==> config.mk <==
export PLATFORM = sky130hd
export DESIGN_NAME = ecrc_top
export DESIGN_NICKNAME = d
export VERILOG_FILES = /design/src/ecrc_pkg.sv /design/src/ecrc_sync.sv /design/src/ecrc_timer.sv /design/src/ecrc_top.sv
export SDC_FILE = /design/constraint.sdc
export NUM_CORES = 1
export LEC_CHECK = 0
export BUFFER_PORTS_ARGS = -buffer_cell sky130_fd_sc_hd__buf_4
export CAP_MARGIN = 20
export CORE_ASPECT_RATIO = 0.6
export CORE_MARGIN = 2
export CORE_UTILIZATION = 48
export DETAILED_ROUTE_END_ITERATION = 6
export HOLD_SLACK_MARGIN = 0.03
export PLACE_DENSITY = 0.69
export REMOVE_ABC_BUFFERS = 1
export SLEW_MARGIN = 10
export SYNTH_ARGS = -nofsm -noshare
export SYNTH_HDL_FRONTEND = slang
export SYNTH_SLANG_ARGS = --single-unit
==> constraint.sdc <==
create_clock -name clk -period 3.73 [get_ports clk]
set_clock_uncertainty 0.1 [all_clocks]
set_input_delay 0.1865 -clock clk [delete_from_list [all_inputs] [get_ports clk]]
set_output_delay 0.1865 -clock clk [all_outputs]
set_load 0.005 [all_outputs]
==> src/ecrc_pkg.sv <==
package ecrc_pkg;
	// Register byte offsets
	localparam logic [7:0] ADDR_HARDWARE_CONFIG = 8'h00;
	localparam logic [7:0] ADDR_POWER_MGMT_CONTROL = 8'h04;
	localparam logic [7:0] ADDR_EEPROM_COMMAND = 8'h08;
	localparam logic [7:0] ADDR_PHY_BCR = 8'h0c;
	localparam logic [7:0] ADDR_PHY_BSR = 8'h10;
	localparam logic [7:0] ADDR_WAKE = 8'h14;
	localparam logic [7:0] ADDR_STATUS = 8'h18;
	// Field positions
	localparam int SOFT_RESET_BIT = 0;
	localparam int READY_BIT = 0;
	localparam int PMT_SLEEP_BIT = 1;
	localparam int PHY_RST_BIT = 10;
	localparam int E2P_BUSY_BIT = 31;
	localparam int BCR_RESET_BIT = 15;
	localparam int BSR_LINK_BIT = 2;
	// Timing in own units
	localparam int CLK_MHZ = 250;
	localparam int POR_MS = 22;
	localparam int SOFT_RESET_US = 2;
	localparam int PHYRST_US = 100;
	localparam int WAKE_US = 1000;
	localparam int PHY_REG_RST_US = 10;
	localparam int EEPROM_PROBE_CYC = 64;
	localparam int SOFT_RESET_CYC = SOFT_RESET_US * CLK_MHZ;
	localparam int PHYRST_CYC = PHYRST_US * CLK_MHZ;
	localparam int PHY_REG_RST_CYC = PHY_REG_RST_US * CLK_MHZ;
	localparam int POR_CYC = POR_MS * 1000 * CLK_MHZ;
	localparam int WAKE_CYC = WAKE_US * CLK_MHZ;

	typedef struct packed {
		logic pll;
		logic host_bus_interface;
		logic immune;
		logic mac_interface_layer;
		logic mac;
		logic phy;
	} ecrc_rst_t;

	typedef struct packed {
		logic psel;
		logic penable;
		logic pwrite;
		logic [7:0] paddr;
		logic [31:0] pwdata;
	} ecrc_apb_req_t;

	typedef struct packed {
		logic pready;
		logic pslverr;
		logic [31:0] prdata;
	} ecrc_apb_rsp_t;
endpackage

==> src/ecrc_sync.sv <==
`timescale 1ns/1ps
module ecrc_sync (
	// Clock and reset
	input wire logic clk,
	input wire logic rst_n,
	// Data
	input wire logic din,
	output logic dout
);
	logic meta;

	always_ff @(posedge clk) begin
		if (!rst_n) begin
			meta <= 1'b0;
			dout <= 1'b0;
		end else begin
			meta <= din;
			dout <= meta;
		end
	end
endmodule

==> src/ecrc_timer.sv <==
`timescale 1ns/1ps
module ecrc_timer #(
	parameter int W = 24
) (
	// Clock and reset
	input wire logic clk,
	input wire logic rst_n,
	// Control
	input wire logic start,
	input wire logic [W-1:0] cycles,
	output logic busy,
	output logic done
);
	logic [W-1:0] cnt;

	always_ff @(posedge clk) begin
		if (!rst_n) begin
			cnt <= '0;
			busy <= 1'b0;
		end else if (start) begin
			cnt <= cycles;
			busy <= 1'b1;
		end else if (busy) begin
			cnt <= cnt - 1'b1;
			busy <= (cnt != {{(W-1){1'b0}}, 1'b1});
		end
	end

	assign done = busy && (cnt == {{(W-1){1'b0}}, 1'b1}) && !start;
endmodule

==> src/ecrc_top.sv <==
`timescale 1ns/1ps
module ecrc_top
	import ecrc_pkg::*;
#(
	parameter int POR_CYCLES = POR_CYC,
	parameter int PHYRST_CYCLES = PHYRST_CYC,
	parameter int WAKE_CYCLES = WAKE_CYC,
	parameter int TW = 24
) (
	// Clock and reset
	input wire logic clk,
	input wire logic rst_n,
	// Pins
	input wire logic hw_reset_n_pin,
	input wire logic [3:0] strap_pins,
	input wire logic phy_link_up,
	// APB slave
	input wire ecrc_pkg::ecrc_apb_req_t apb_req,
	output ecrc_pkg::ecrc_apb_rsp_t apb_rsp,
	// Block resets, active low
	output logic pll_rst_n,
	output logic host_bus_interface_rst_n,
	output logic immune_rst_n,
	output logic mac_interface_layer_rst_n,
	output logic mac_rst_n,
	output logic phy_rst_n,
	// Status
	output logic [3:0] strap_latched,
	output logic eeprom_reload
);
	import ecrc_pkg::*;

	// ==========================================
	// Input synchronisers
	logic pin_n_s;
	logic link_s;

	ecrc_sync u_sync_pin (
		.clk(clk),
		.rst_n(rst_n),
		.din(hw_reset_n_pin),
		.dout(pin_n_s)
	);

	ecrc_sync u_sync_link (
		.clk(clk),
		.rst_n(rst_n),
		.din(phy_link_up),
		.dout(link_s)
	);

	// ==========================================
	// Power-on and pin reset sequencing
	logic [TW-1:0] por_cnt;
	logic [TW-1:0] por_len;
	logic por_active;
	logic pin_active;
	logic full_rst;
	logic full_rst_q;
	logic ready;
	logic sleeping;
	logic [TW-1:0] wake_cnt;

	assign pin_active = !pin_n_s;
	assign full_rst = por_active || pin_active;

	always_ff @(posedge clk) begin
		if (!rst_n) begin
			por_cnt <= TW'(POR_CYCLES);
			por_len <= '0;
			por_active <= 1'b1;
		end else if (por_active) begin
			por_cnt <= por_cnt - 1'b1;
			por_len <= por_len + 1'b1;
			por_active <= (por_cnt != {{(TW-1){1'b0}}, 1'b1});
		end
	end

	always_ff @(posedge clk) begin
		if (!rst_n) begin
			full_rst_q <= 1'b1;
		end else begin
			full_rst_q <= full_rst;
		end
	end

	// Straps followed while a full reset is active, held from its release
	always_ff @(posedge clk) begin
		if (!rst_n) begin
			strap_latched <= 4'h0;
		end else if (full_rst) begin
			strap_latched <= strap_pins;
		end
	end

	// ==========================================
	// APB decode
	logic wr_en;
	logic rd_en;
	logic access;
	logic acc_q;
	logic pready_w;
	logic hit_hw;
	logic hit_pmt;
	logic hit_e2p;
	logic hit_bcr;
	logic hit_bsr;
	logic hit_wake;
	logic hit_stat;
	logic mapped;

	// One wait state: read data captured in the first access cycle
	assign access = apb_req.psel && apb_req.penable;
	assign pready_w = access && acc_q;
	assign wr_en = pready_w && apb_req.pwrite;
	assign rd_en = access && !acc_q && !apb_req.pwrite;
	assign hit_hw = apb_req.paddr == ADDR_HARDWARE_CONFIG;
	assign hit_pmt = apb_req.paddr == ADDR_POWER_MGMT_CONTROL;
	assign hit_e2p = apb_req.paddr == ADDR_EEPROM_COMMAND;
	assign hit_bcr = apb_req.paddr == ADDR_PHY_BCR;
	assign hit_bsr = apb_req.paddr == ADDR_PHY_BSR;
	assign hit_wake = apb_req.paddr == ADDR_WAKE;
	assign hit_stat = apb_req.paddr == ADDR_STATUS;
	assign mapped = hit_hw | hit_pmt | hit_e2p | hit_bcr | hit_bsr | hit_wake | hit_stat;

	// ==========================================
	// Soft reset, PHY reset and EEPROM reload timers
	logic soft_reset_start;
	logic soft_reset_busy;
	logic phyrst_start;
	logic phyrst_busy;
	logic bcr_start;
	logic bcr_busy;
	logic eep_start;
	logic eep_busy;
	logic full_release;

	assign full_release = full_rst_q && !full_rst;
	assign soft_reset_start = wr_en && hit_hw && apb_req.pwdata[SOFT_RESET_BIT] && ready && !soft_reset_busy;
	assign phyrst_start = wr_en && hit_pmt && apb_req.pwdata[PHY_RST_BIT] && ready && !phyrst_busy;
	assign bcr_start = wr_en && hit_bcr && apb_req.pwdata[BCR_RESET_BIT] && ready && !bcr_busy;
	assign eep_start = full_release || soft_reset_start;

	ecrc_timer #(.W(TW)) u_soft_reset (
		.clk(clk),
		.rst_n(rst_n && !full_rst),
		.start(soft_reset_start),
		.cycles(TW'(SOFT_RESET_CYC)),
		.busy(soft_reset_busy),
		.done()
	);

	ecrc_timer #(.W(TW)) u_phyrst (
		.clk(clk),
		.rst_n(rst_n && !full_rst),
		.start(phyrst_start),
		.cycles(TW'(PHYRST_CYCLES)),
		.busy(phyrst_busy),
		.done()
	);

	ecrc_timer #(.W(TW)) u_bcr (
		.clk(clk),
		.rst_n(rst_n && !full_rst),
		.start(bcr_start),
		.cycles(TW'(PHY_REG_RST_CYC)),
		.busy(bcr_busy),
		.done()
	);

	ecrc_timer #(.W(TW)) u_eep (
		.clk(clk),
		.rst_n(rst_n),
		.start(eep_start),
		.cycles(TW'(EEPROM_PROBE_CYC)),
		.busy(eep_busy),
		.done()
	);

	assign eeprom_reload = eep_start;

	// ==========================================
	// Ready flag and sleep/wake
	logic wake_wr;
	logic sleep_wr;

	assign wake_wr = wr_en && hit_wake && sleeping;
	assign sleep_wr = wr_en && hit_pmt && apb_req.pwdata[PMT_SLEEP_BIT] && ready;

	always_ff @(posedge clk) begin
		if (!rst_n || full_rst) begin
			ready <= 1'b0;
			sleeping <= 1'b0;
			wake_cnt <= '0;
		end else if (sleep_wr) begin
			ready <= 1'b0;
			sleeping <= 1'b1;
		end else if (wake_wr) begin
			wake_cnt <= TW'(WAKE_CYCLES);
			sleeping <= 1'b0;
		end else if (wake_cnt != '0) begin
			wake_cnt <= wake_cnt - 1'b1;
			ready <= (wake_cnt == {{(TW-1){1'b0}}, 1'b1});
		end else if (!sleeping) begin
			ready <= 1'b1;
		end
	end

	// ==========================================
	// Reset outputs: asserted at once, released on clock
	ecrc_rst_t rq;
	ecrc_rst_t next_rq;

	always_comb begin
		next_rq.pll = full_rst;
		next_rq.host_bus_interface = full_rst || soft_reset_busy;
		next_rq.immune = full_rst;
		next_rq.mac_interface_layer = full_rst || soft_reset_busy;
		next_rq.mac = full_rst || soft_reset_busy;
		next_rq.phy = full_rst || phyrst_busy || bcr_busy;
	end

	always_ff @(posedge clk) begin
		if (!rst_n) begin
			rq <= '1;
		end else begin
			rq <= next_rq;
		end
	end

	assign pll_rst_n = !(rq.pll || next_rq.pll);
	assign host_bus_interface_rst_n = !(rq.host_bus_interface || next_rq.host_bus_interface);
	assign immune_rst_n = !(rq.immune || next_rq.immune);
	assign mac_interface_layer_rst_n = !(rq.mac_interface_layer || next_rq.mac_interface_layer);
	assign mac_rst_n = !(rq.mac || next_rq.mac);
	assign phy_rst_n = !(rq.phy || next_rq.phy);

	// ==========================================
	// Read data
	logic [31:0] rd_mux;
	logic [31:0] prdata_q;

	always_comb begin
		rd_mux = 32'h0000_0000;
		if (hit_hw) rd_mux[SOFT_RESET_BIT] = soft_reset_busy;
		if (hit_pmt) begin
			rd_mux[READY_BIT] = ready;
			rd_mux[PMT_SLEEP_BIT] = sleeping;
			rd_mux[PHY_RST_BIT] = phyrst_busy;
		end
		if (hit_e2p) rd_mux[E2P_BUSY_BIT] = eep_busy;
		if (hit_bcr) rd_mux[BCR_RESET_BIT] = bcr_busy;
		if (hit_bsr) rd_mux[BSR_LINK_BIT] = link_s && phy_rst_n;
		if (hit_stat) rd_mux[3:0] = strap_latched;
	end

	always_ff @(posedge clk) begin
		if (!rst_n) begin
			prdata_q <= 32'h0000_0000;
			acc_q <= 1'b0;
		end else begin
			acc_q <= access && !acc_q;
			if (rd_en) begin
				prdata_q <= rd_mux;
			end
		end
	end

	assign apb_rsp = '{pready: pready_w, pslverr: pready_w && !mapped, prdata: prdata_q};

	// ==========================================
	// Checks
	AST_PHY_ONLY: assert property (@(posedge clk) disable iff (!rst_n)
		(phyrst_busy && !full_rst && !soft_reset_busy) |-> (pll_rst_n && mac_rst_n && host_bus_interface_rst_n))
		else $error("PHY reset spread to other blocks");
	AST_SOFT_SCOPE: assert property (@(posedge clk) disable iff (!rst_n)
		(soft_reset_busy && !full_rst) |-> (!mac_rst_n && !mac_interface_layer_rst_n && pll_rst_n
			&& immune_rst_n && (phy_rst_n || phyrst_busy || bcr_busy)))
		else $error("Soft reset scope wrong");
	AST_FULL_ALL: assert property (@(posedge clk) disable iff (!rst_n)
		full_rst |-> (!pll_rst_n && !phy_rst_n && !immune_rst_n && !host_bus_interface_rst_n
			&& !mac_interface_layer_rst_n && !mac_rst_n))
		else $error("Full reset missed a block");
	AST_NOT_READY: assert property (@(posedge clk) disable iff (!rst_n)
		full_rst |=> !ready)
		else $error("Ready high during full reset");
	AST_READY_AFTER: assert property (@(posedge clk) disable iff (!rst_n)
		(full_release && !sleeping) |=> ##1 ready)
		else $error("Ready not set after reset");
	AST_EEP_BUSY: assert property (@(posedge clk) disable iff (!rst_n)
		eep_start |=> eep_busy [*8])
		else $error("EEPROM busy not held");
	AST_SOFT_START: assert property (@(posedge clk) disable iff (!rst_n || full_rst)
		soft_reset_start |=> soft_reset_busy && !host_bus_interface_rst_n)
		else $error("Soft reset did not start");
	AST_PIN: assert property (@(posedge clk) disable iff (!rst_n)
		!pin_n_s |-> !mac_rst_n)
		else $error("Pin reset ignored");
	AST_WAKE: assert property (@(posedge clk) disable iff (!rst_n || full_rst)
		(wake_wr && !sleep_wr) |=> !ready)
		else $error("Ready set before wake delay");
	AST_PHYRST_START: assert property (@(posedge clk) disable iff (!rst_n || full_rst)
		phyrst_start |=> phyrst_busy && !phy_rst_n)
		else $error("PHY reset did not start");
	AST_RELEASE: assert property (@(posedge clk) disable iff (!rst_n)
		(!mac_rst_n && !full_rst && !soft_reset_busy) |=> (mac_rst_n || full_rst || soft_reset_busy))
		else $error("Reset not released one edge after its cause");
	AST_POR_COUNT: assert property (@(posedge clk) disable iff (!rst_n)
		$fell(por_active) |-> (por_len == TW'(POR_CYCLES)))
		else $error("Power-on timer length wrong");
	COV_SOFT_RESET: cover property (@(posedge clk) soft_reset_start);
	COV_PHYRST: cover property (@(posedge clk) phyrst_start);
	COV_WAKE: cover property (@(posedge clk) wake_wr);
	COV_PIN: cover property (@(posedge clk) full_release);
endmodule

==> results of run 1 <==
## metrics by stage
stage / hold WS, ns / total power [mW] / worst slack, ns
floorplan: 0.1484 / 1.938 / 1.418
global placement: 0.2952 / 1.993 / 1.235
detailed placement: 0.2969 / 1.995 / 1.154
CTS: 0.05395 / 3.894 / 1.164
global route: 0.06855 / 4.000 / 0.9022
finish: 0.06527 / 3.868 / 1.160
## power by group through the flow
stage	registers, mW	clock network, mW	logic [mW]
after CTS	1.85	1.93	0.112
after floorplan	1.89	0	0.0523
after global placement	1.89	0	0.103
after global routing	1.85	2.02	0.127
after detailed placement	1.89	0	0.104
final	1.85	1.90	0.113
## final timing paths
path	start	endpoint	cells past startpoint
max	u_eep.busy	u_eep.cnt[17]	5
min	apb_req[0]	u_soft_reset.cnt[5]	3
max reg2reg	u_eep.busy	u_eep.cnt[17]	5
min reg2reg	prdata_q[3]	prdata_q[3]	2
## routing by layer
| layer | global-route usage | routed length [µm] |
|---|---|---|
| met5 | 0 | 0 |
| met4 | 0.07563 | 310 |
| met3 | 0.04129 | 811 |
| met2 | 0.2866 | 7322 |
| met1 | 0.3040 | 8994 |
## cells by family after synthesis
kind of cell / Yosys count
flops: 170
other cells: 1
mux: 1
simple gates: 456
compound gates: 122
buf+inv: 84
fa+ha+maj: 13
xor+xnor: 85
## worst reg2reg max path, delay by kind of cell (launching register included)
family / cells / cell delay, ns
simple gates: 4 / 1.75
compound gates: 1 / 0.15
flops: 1 / 0.50
## flip-flops by register name, summed over array words and instances, names as in the netlist, 3 cells and up
register / count
prdata_q: 7
u_eep.cnt: 24
wake_cnt: 24
por_cnt: 24
u_bcr.cnt: 24
strap_latched: 4
u_phyrst.cnt: 24
rq: 3
u_soft_reset.cnt: 24
## Yosys cell counts, drive strengths merged, types with 18 or more instances
cell type    n
o21ai       22
a21oi       34
dfxtp      170
or3         29
xor2        48
xnor2       37
buf         41
nand2       66
nor3        39
nor2       116
and2        18
clkbuf      27
nand3       29
nor4        36
or4         31
## area by class of cell
cell class	count	area, µm²	share of cell area
diodes	1	2.502	0.0002704
clock buffers	22	474.2	0.05124
clock inverters	9	162.7	0.01757
inverters	16	60.06	0.006489
multi-input cells	702	4367	0.4718
flip-flops and latches	170	3403	0.3677
well taps	228	285.3	0.03082
repair buffers	61	500.5	0.05408
==> flow_summary_export.csv, run 1 <==
group,metric,value,unit
pwr,power.static_leakage,3.386,nW
synthesis,post_synth_main_area_contributors,"sky130_fd_sc_hd__dfxtp_1 (42%), sky130_fd_sc_hd__nor2_1 (5.4%), sky130_fd_sc_hd__xor2_1 (5.2%)",
synthesis,avgSynthCellArea,8.722,µm²
synthesis,synth-async-reset-ratio,0,
cts,clkSinkCount,170,
pwr,cellInternalPower,3.065,mW
routing,via_count,6540,
cts,tritoncts.num_buffers,17,
critical_path,cp_max_fo,8,
pwr,clkPwrFrac,0.492,
run_status,run_status,"completed",
critical_path,worst_ep_arrival_time,2.82,ns
critical_path,r2r_setup_slack,1.16,ns
critical_path,worstPathCellList,"nor4b_1 -> nor3b_2 -> nand3_1 -> or3_1 -> a21oi_1",
pwr,power.switching_fraction,0.2077,
placement,gp_congestion,0.7847,
grt,grt_overflow_total,0,
routing,postRouteWirelength,17.44,mm
routing,detail_route.first_pass.iterations,6,
die,initial_util,0.4958,
sta,finalSetupViolCount,0,
routing,drtAntennaViolNets,0,
pwr,power_density,418.0,mW/mm²
sta,fmax,389.0,MHz
routing,drc_errors,0,
synthesis,yosys_most_used_dff,"sky130_fd_sc_hd__dfxtp_1",
critical_path,path_buf_inv,0,
final_layout,layout.filler_cells,1520,
cts,cts-htree-levels,4,
sta,tns,0,ns
die,std_cell_rows,36,
critical_path,startpoint_type,"flip-flop",
pwr,p_switching,0.8036,mW
synthesis,synth_enable_flop_cells,0,
hold_path,hold_path.class,"input port to flip-flop",
synthesis,syn_area,0.008129,mm²
cts,post_cts_clock_slew_at_the_launch_and_capture_registers_of_the_worst_setup_and_hold_paths,0.06,ns
grt,grt_use_total,0.2037,
placement,dpl-instance-area,0.008498,mm²
die,io_pins,96,
die,chipHeight,104.8,µm
synthesis,synthDominantAreaCellType,"sky130_fd_sc_hd__dfxtp_1",
synthesis,yosys-mux-area-fraction,0.001385,
sta,grt_setup_unrepaired,"false",
final_layout,most-common-layout-cells,"sky130_fd_sc_hd__dfxtp_1 (170), sky130_fd_sc_hd__nor2_1 (116), sky130_fd_sc_hd__nand2_1 (66)",
placement,place.port_buffers,42,
grt,wire_length_of_the_first_global_routing_pass,29.65,mm
cts,gates_resized_cts_repair,0,
cts,tritoncts,"done",
pwr,seq_power_share,0.478,
critical_path,end_kind,"flip-flop",
final_layout,layout.cells.non_filler,1209,
synthesis,synth_top_family_by_area,"simple AND/OR/NAND/NOR gates",
die,die_width,172.0,µm
critical_path,timing.critical_path.max_delay_family,"simple AND/OR/NAND/NOR gates",
grt,grt_start_max_net_pins,45,
synthesis,synth_largest_type_area_fraction,0.4187,
sta,worstMarginPinSlew,0.9016,ns
sta,slew-limit-headroom,0.3934,
synthesis,post_synth_fa_ha_maj_area_fraction,0.02001,
synthesis,fraction_of_the_mapped_netlist_area_in_compound_gates,0.09774,
die,die-area,0.01803,mm²
final_layout,area_delta_synth_final,13.85,%
critical_path,crit_path_top_delay_cell,"sky130_fd_sc_hd__nor4b_1",
sta,post-route-min-period,2.570,ns
die,core-area,0.01640,mm²
routing,routed_via_density,5.409,
critical_path,critPathKind,"flip-flop to flip-flop",
sta,final-max-slew-violation-count,0,
cts,cts_setup_buffers,0,
final_layout,final_design_area_no_fill,0.009255,mm²
cts,worstSkewPairLatency,0.43,ns
final_layout,mostFrequentLayoutCell,"sky130_fd_sc_hd__dfxtp_1",
run,drv_cap,0,
synthesis,yosys.area_share.xor_xnor,0.09158,
final_layout,layout-drive-gt1-share,0.1071,
placement,detailedPlacementHpwl,12.09,mm
routing,avgRoutedWirePerCell,14.42,µm
pwr,worst_ir_drop_vdd,242.9,µV
grt,grt_pass1_vias,5932,
synthesis,synth_simple_gate_area_share,0.3149,
synthesis,yosysWarningCount,0,
critical_path,critical_path.max_stage_delay,0.66,ns
synthesis,synth_seq_area_share,0.4187,
critical_path,required,3.98,ns
synthesis,synthDistinctLibCells,61,
final_layout,design.final.nets,1032,
synthesis,post_synthesis_sequential_element_count,170,
sta,hold_viol,0,
grt,grt_antenna_before_repair,1,
sta,final.period_utilization,0.6891,
cts,clock_root_buffer,"sky130_fd_sc_hd__clkbuf_16",
pwr,power_frac_comb,0.029,
routing,detail_route.iter0.violations,422,
synthesis,synthesis.instances,932,
cts,max-clock-path-buffers,2,
placement,dp_cells,1167,
cts,hold_buffers,9,
final_layout,final_core_utilization,0.5645,
(Power assumes the default switching activity.)
==> run 2: changes to the inputs <==
==> constraint.sdc (replaced) <==
create_clock -name clk -period 2.5 [get_ports clk]
set_clock_uncertainty 0.1 [all_clocks]
set_input_delay 0.125 -clock clk [delete_from_list [all_inputs] [get_ports clk]]
set_output_delay 0.125 -clock clk [all_outputs]
set_load 0.005 [all_outputs]
==> flow_summary_export.csv, run 2 (synthesis results as in run 1) <==
group,metric,value,unit
run,drv_cap,0,
cts,post_cts_clock_slew_at_the_launch_and_capture_registers_of_the_worst_setup_and_hold_paths,0.07,ns
critical_path,startpoint_type,"flip-flop",
final_layout,layout.filler_cells,1457,
run_status,run_status,"completed",
cts,worstSkewPairLatency,0.42,ns
critical_path,worst_ep_arrival_time,2.62,ns
final_layout,design.final.nets,1068,
cts,tritoncts,"done",
pwr,p_switching,1.276,mW
final_layout,area_delta_synth_final,17.36,%
pwr,power.static_leakage,3.564,nW
grt,grt_antenna_before_repair,1,
hold_path,worst_hold_startpoint,"apb_req[35]",
sta,fmax,423.2,MHz
pwr,power_density,603.1,mW/mm²
routing,postRouteWirelength,17.78,mm
critical_path,end_kind,"flip-flop",
placement,place.port_buffers,42,
pwr,clkPwrFrac,0.489,
routing,avgRoutedWirePerCell,14.27,µm
grt,grt_pass1_vias,6121,
cts,max-clock-path-buffers,2,
final_layout,most-common-layout-cells,"sky130_fd_sc_hd__dfxtp_1 (170), sky130_fd_sc_hd__nor2_1 (116), sky130_fd_sc_hd__buf_4 (82)",
critical_path,critPathKind,"flip-flop to flip-flop",
sta,slew-limit-headroom,0.4486,
placement,dp_cells,1199,
placement,detailedPlacementHpwl,12.31,mm
cts,clock_root_buffer,"sky130_fd_sc_hd__clkbuf_16",
die,die_width,172.0,µm
pwr,seq_power_share,0.480,
pwr,cellInternalPower,4.478,mW
pwr,power_frac_comb,0.031,
cts,tritoncts.num_buffers,17,
final_layout,layout.cells.non_filler,1246,
hold_path,holdPathEnd,"prdata_q[31]",
critical_path,r2r_setup_slack,0.14,ns
sta,final-max-slew-violation-count,0,
critical_path,cp_max_fo,8,
die,die-area,0.01803,mm²
critical_path,r2r-end,"wake_cnt[22]",
sta,finalSetupViolCount,0,
placement,gp_congestion,0.7992,
die,initial_util,0.4958,
cts,clkSinkCount,170,
final_layout,layout-drive-gt1-share,0.1386,
routing,routed_via_density,5.339,
final_layout,layout.area.seq,0.003403,mm²
grt,grt_use_total,0.2071,
pwr,worst_ir_drop_vdd,475.9,µV
routing,drtAntennaViolNets,0,
die,std_cell_rows,36,
critical_path,required,2.75,ns
die,core-area,0.01640,mm²
routing,via_count,6652,
grt,wire_length_of_the_first_global_routing_pass,30.17,mm
grt,grt_start_max_net_pins,45,
hold_path,whs_path_depth,4,
die,chipHeight,104.8,µm
sta,final.period_utilization,0.9451,
sta,tns,0,ns
cts,cts-htree-levels,4,
final_layout,multi_input_area,0.004372,mm²
die,io_pins,96,
sta,post-route-min-period,2.363,ns
sta,worstMarginPinSlew,0.8207,ns
routing,drc_errors,0,
pwr,power.switching_fraction,0.2217,
critical_path,ff2ff_path_depth,5,
hold_path,hold_path.class,"input port to flip-flop",
final_layout,mostFrequentLayoutCell,"sky130_fd_sc_hd__dfxtp_1",
pwr,p_total,5.754,mW
routing,detail_route.iter0.violations,522,
critical_path,worstReg2RegStart,"wake_cnt[2]",
routing,detail_route.first_pass.iterations,5,
sta,hold_viol,0,
sta,grt_setup_unrepaired,"false",
grt,grt_overflow_total,0,
-- run 2: timing repair --
item,4_1_cts,5_1_grt
hold buffers,13,0
gates resized for setup,0,1
setup buffers,0,1
endpoints found under the setup margin,0,5
endpoints found under the hold margin,15,0
-- run 2: power by group through the flow --
stage | clock network (mW) | registers, mW | logic, mW
2_1_floorplan | 0 | 2.81 | 0.0780
3_3_place_gp | 0 | 2.82 | 0.159
3_5_place_dp | 0 | 2.82 | 0.162
4_1_cts | 2.87 | 2.76 | 0.180
5_1_grt | 2.98 | 2.76 | 0.202
6_report | 2.81 | 2.76 | 0.181
-- run 2: worst max-delay path, cell delays in order, from the launching register on --
cell and delay, ns:
sky130_fd_sc_hd__dfxtp_1 0.36, sky130_fd_sc_hd__or4_4 0.60, sky130_fd_sc_hd__nor3_2 0.23, sky130_fd_sc_hd__nand4_1 0.29, sky130_fd_sc_hd__or4_1 0.57, sky130_fd_sc_hd__a21oi_1 0.15
-- run 2: cell type report --
cell class,instances,area share
multi-input combinational,702,0.4582
sequential,170,0.3567
timing repair buffer,97,0.08236
clock buffer,19,0.04748
tap,228,0.02990
clock inverter,13,0.01875
inverter,16,0.006295
antenna,1,0.0002623
-- run 2: stage by stage --
step / worst slack, ns / hold slack (ns) / util / instance area, µm²
finish: 0.1373 / 0.04804 / 0.5819 / 9540
global route: 0.003379 / 0.07126 / 0.5819 / 9540
CTS: 0.1228 / 0.03211 / 0.5802 / 9513
detailed placement: 0.1239 / 0.2373 / 0.5337 / 8751
global placement: 0.1726 / 0.2409 / 0.5337 / 8751
floorplan: 0.1882 / 0.08694 / - / 7830
-- run 2: worst max path at each step --
| stage | start | end | slack [ns] | depth (start not counted) |
|---|---|---|---|---|
| 6_report | wake_cnt[2] | wake_cnt[22] | 0.14 | 5 |
| 5_1_grt | wake_cnt[2] | wake_cnt[18] | 0.003 | 5 |
| 4_1_cts | wake_cnt[2] | wake_cnt[4] | 0.12 | 5 |
| 3_5_place_dp | wake_cnt[2] | wake_cnt[4] | 0.12 | 5 |
| 3_3_place_gp | wake_cnt[2] | wake_cnt[17] | 0.17 | 5 |
| 2_1_floorplan | u_phyrst.cnt[6] | u_phyrst.busy | 0.19 | 5 |
-- run 2: metal layers --
layer  routed length [µm]  vias to the layer above  track usage
met5                    0                        -            0
met4                  186                        0      0.06423
met3                  673                       15      0.04735
met2                 7595                      106       0.2940
met1                 9320                     3097       0.3085
li1                     -                     3434            -
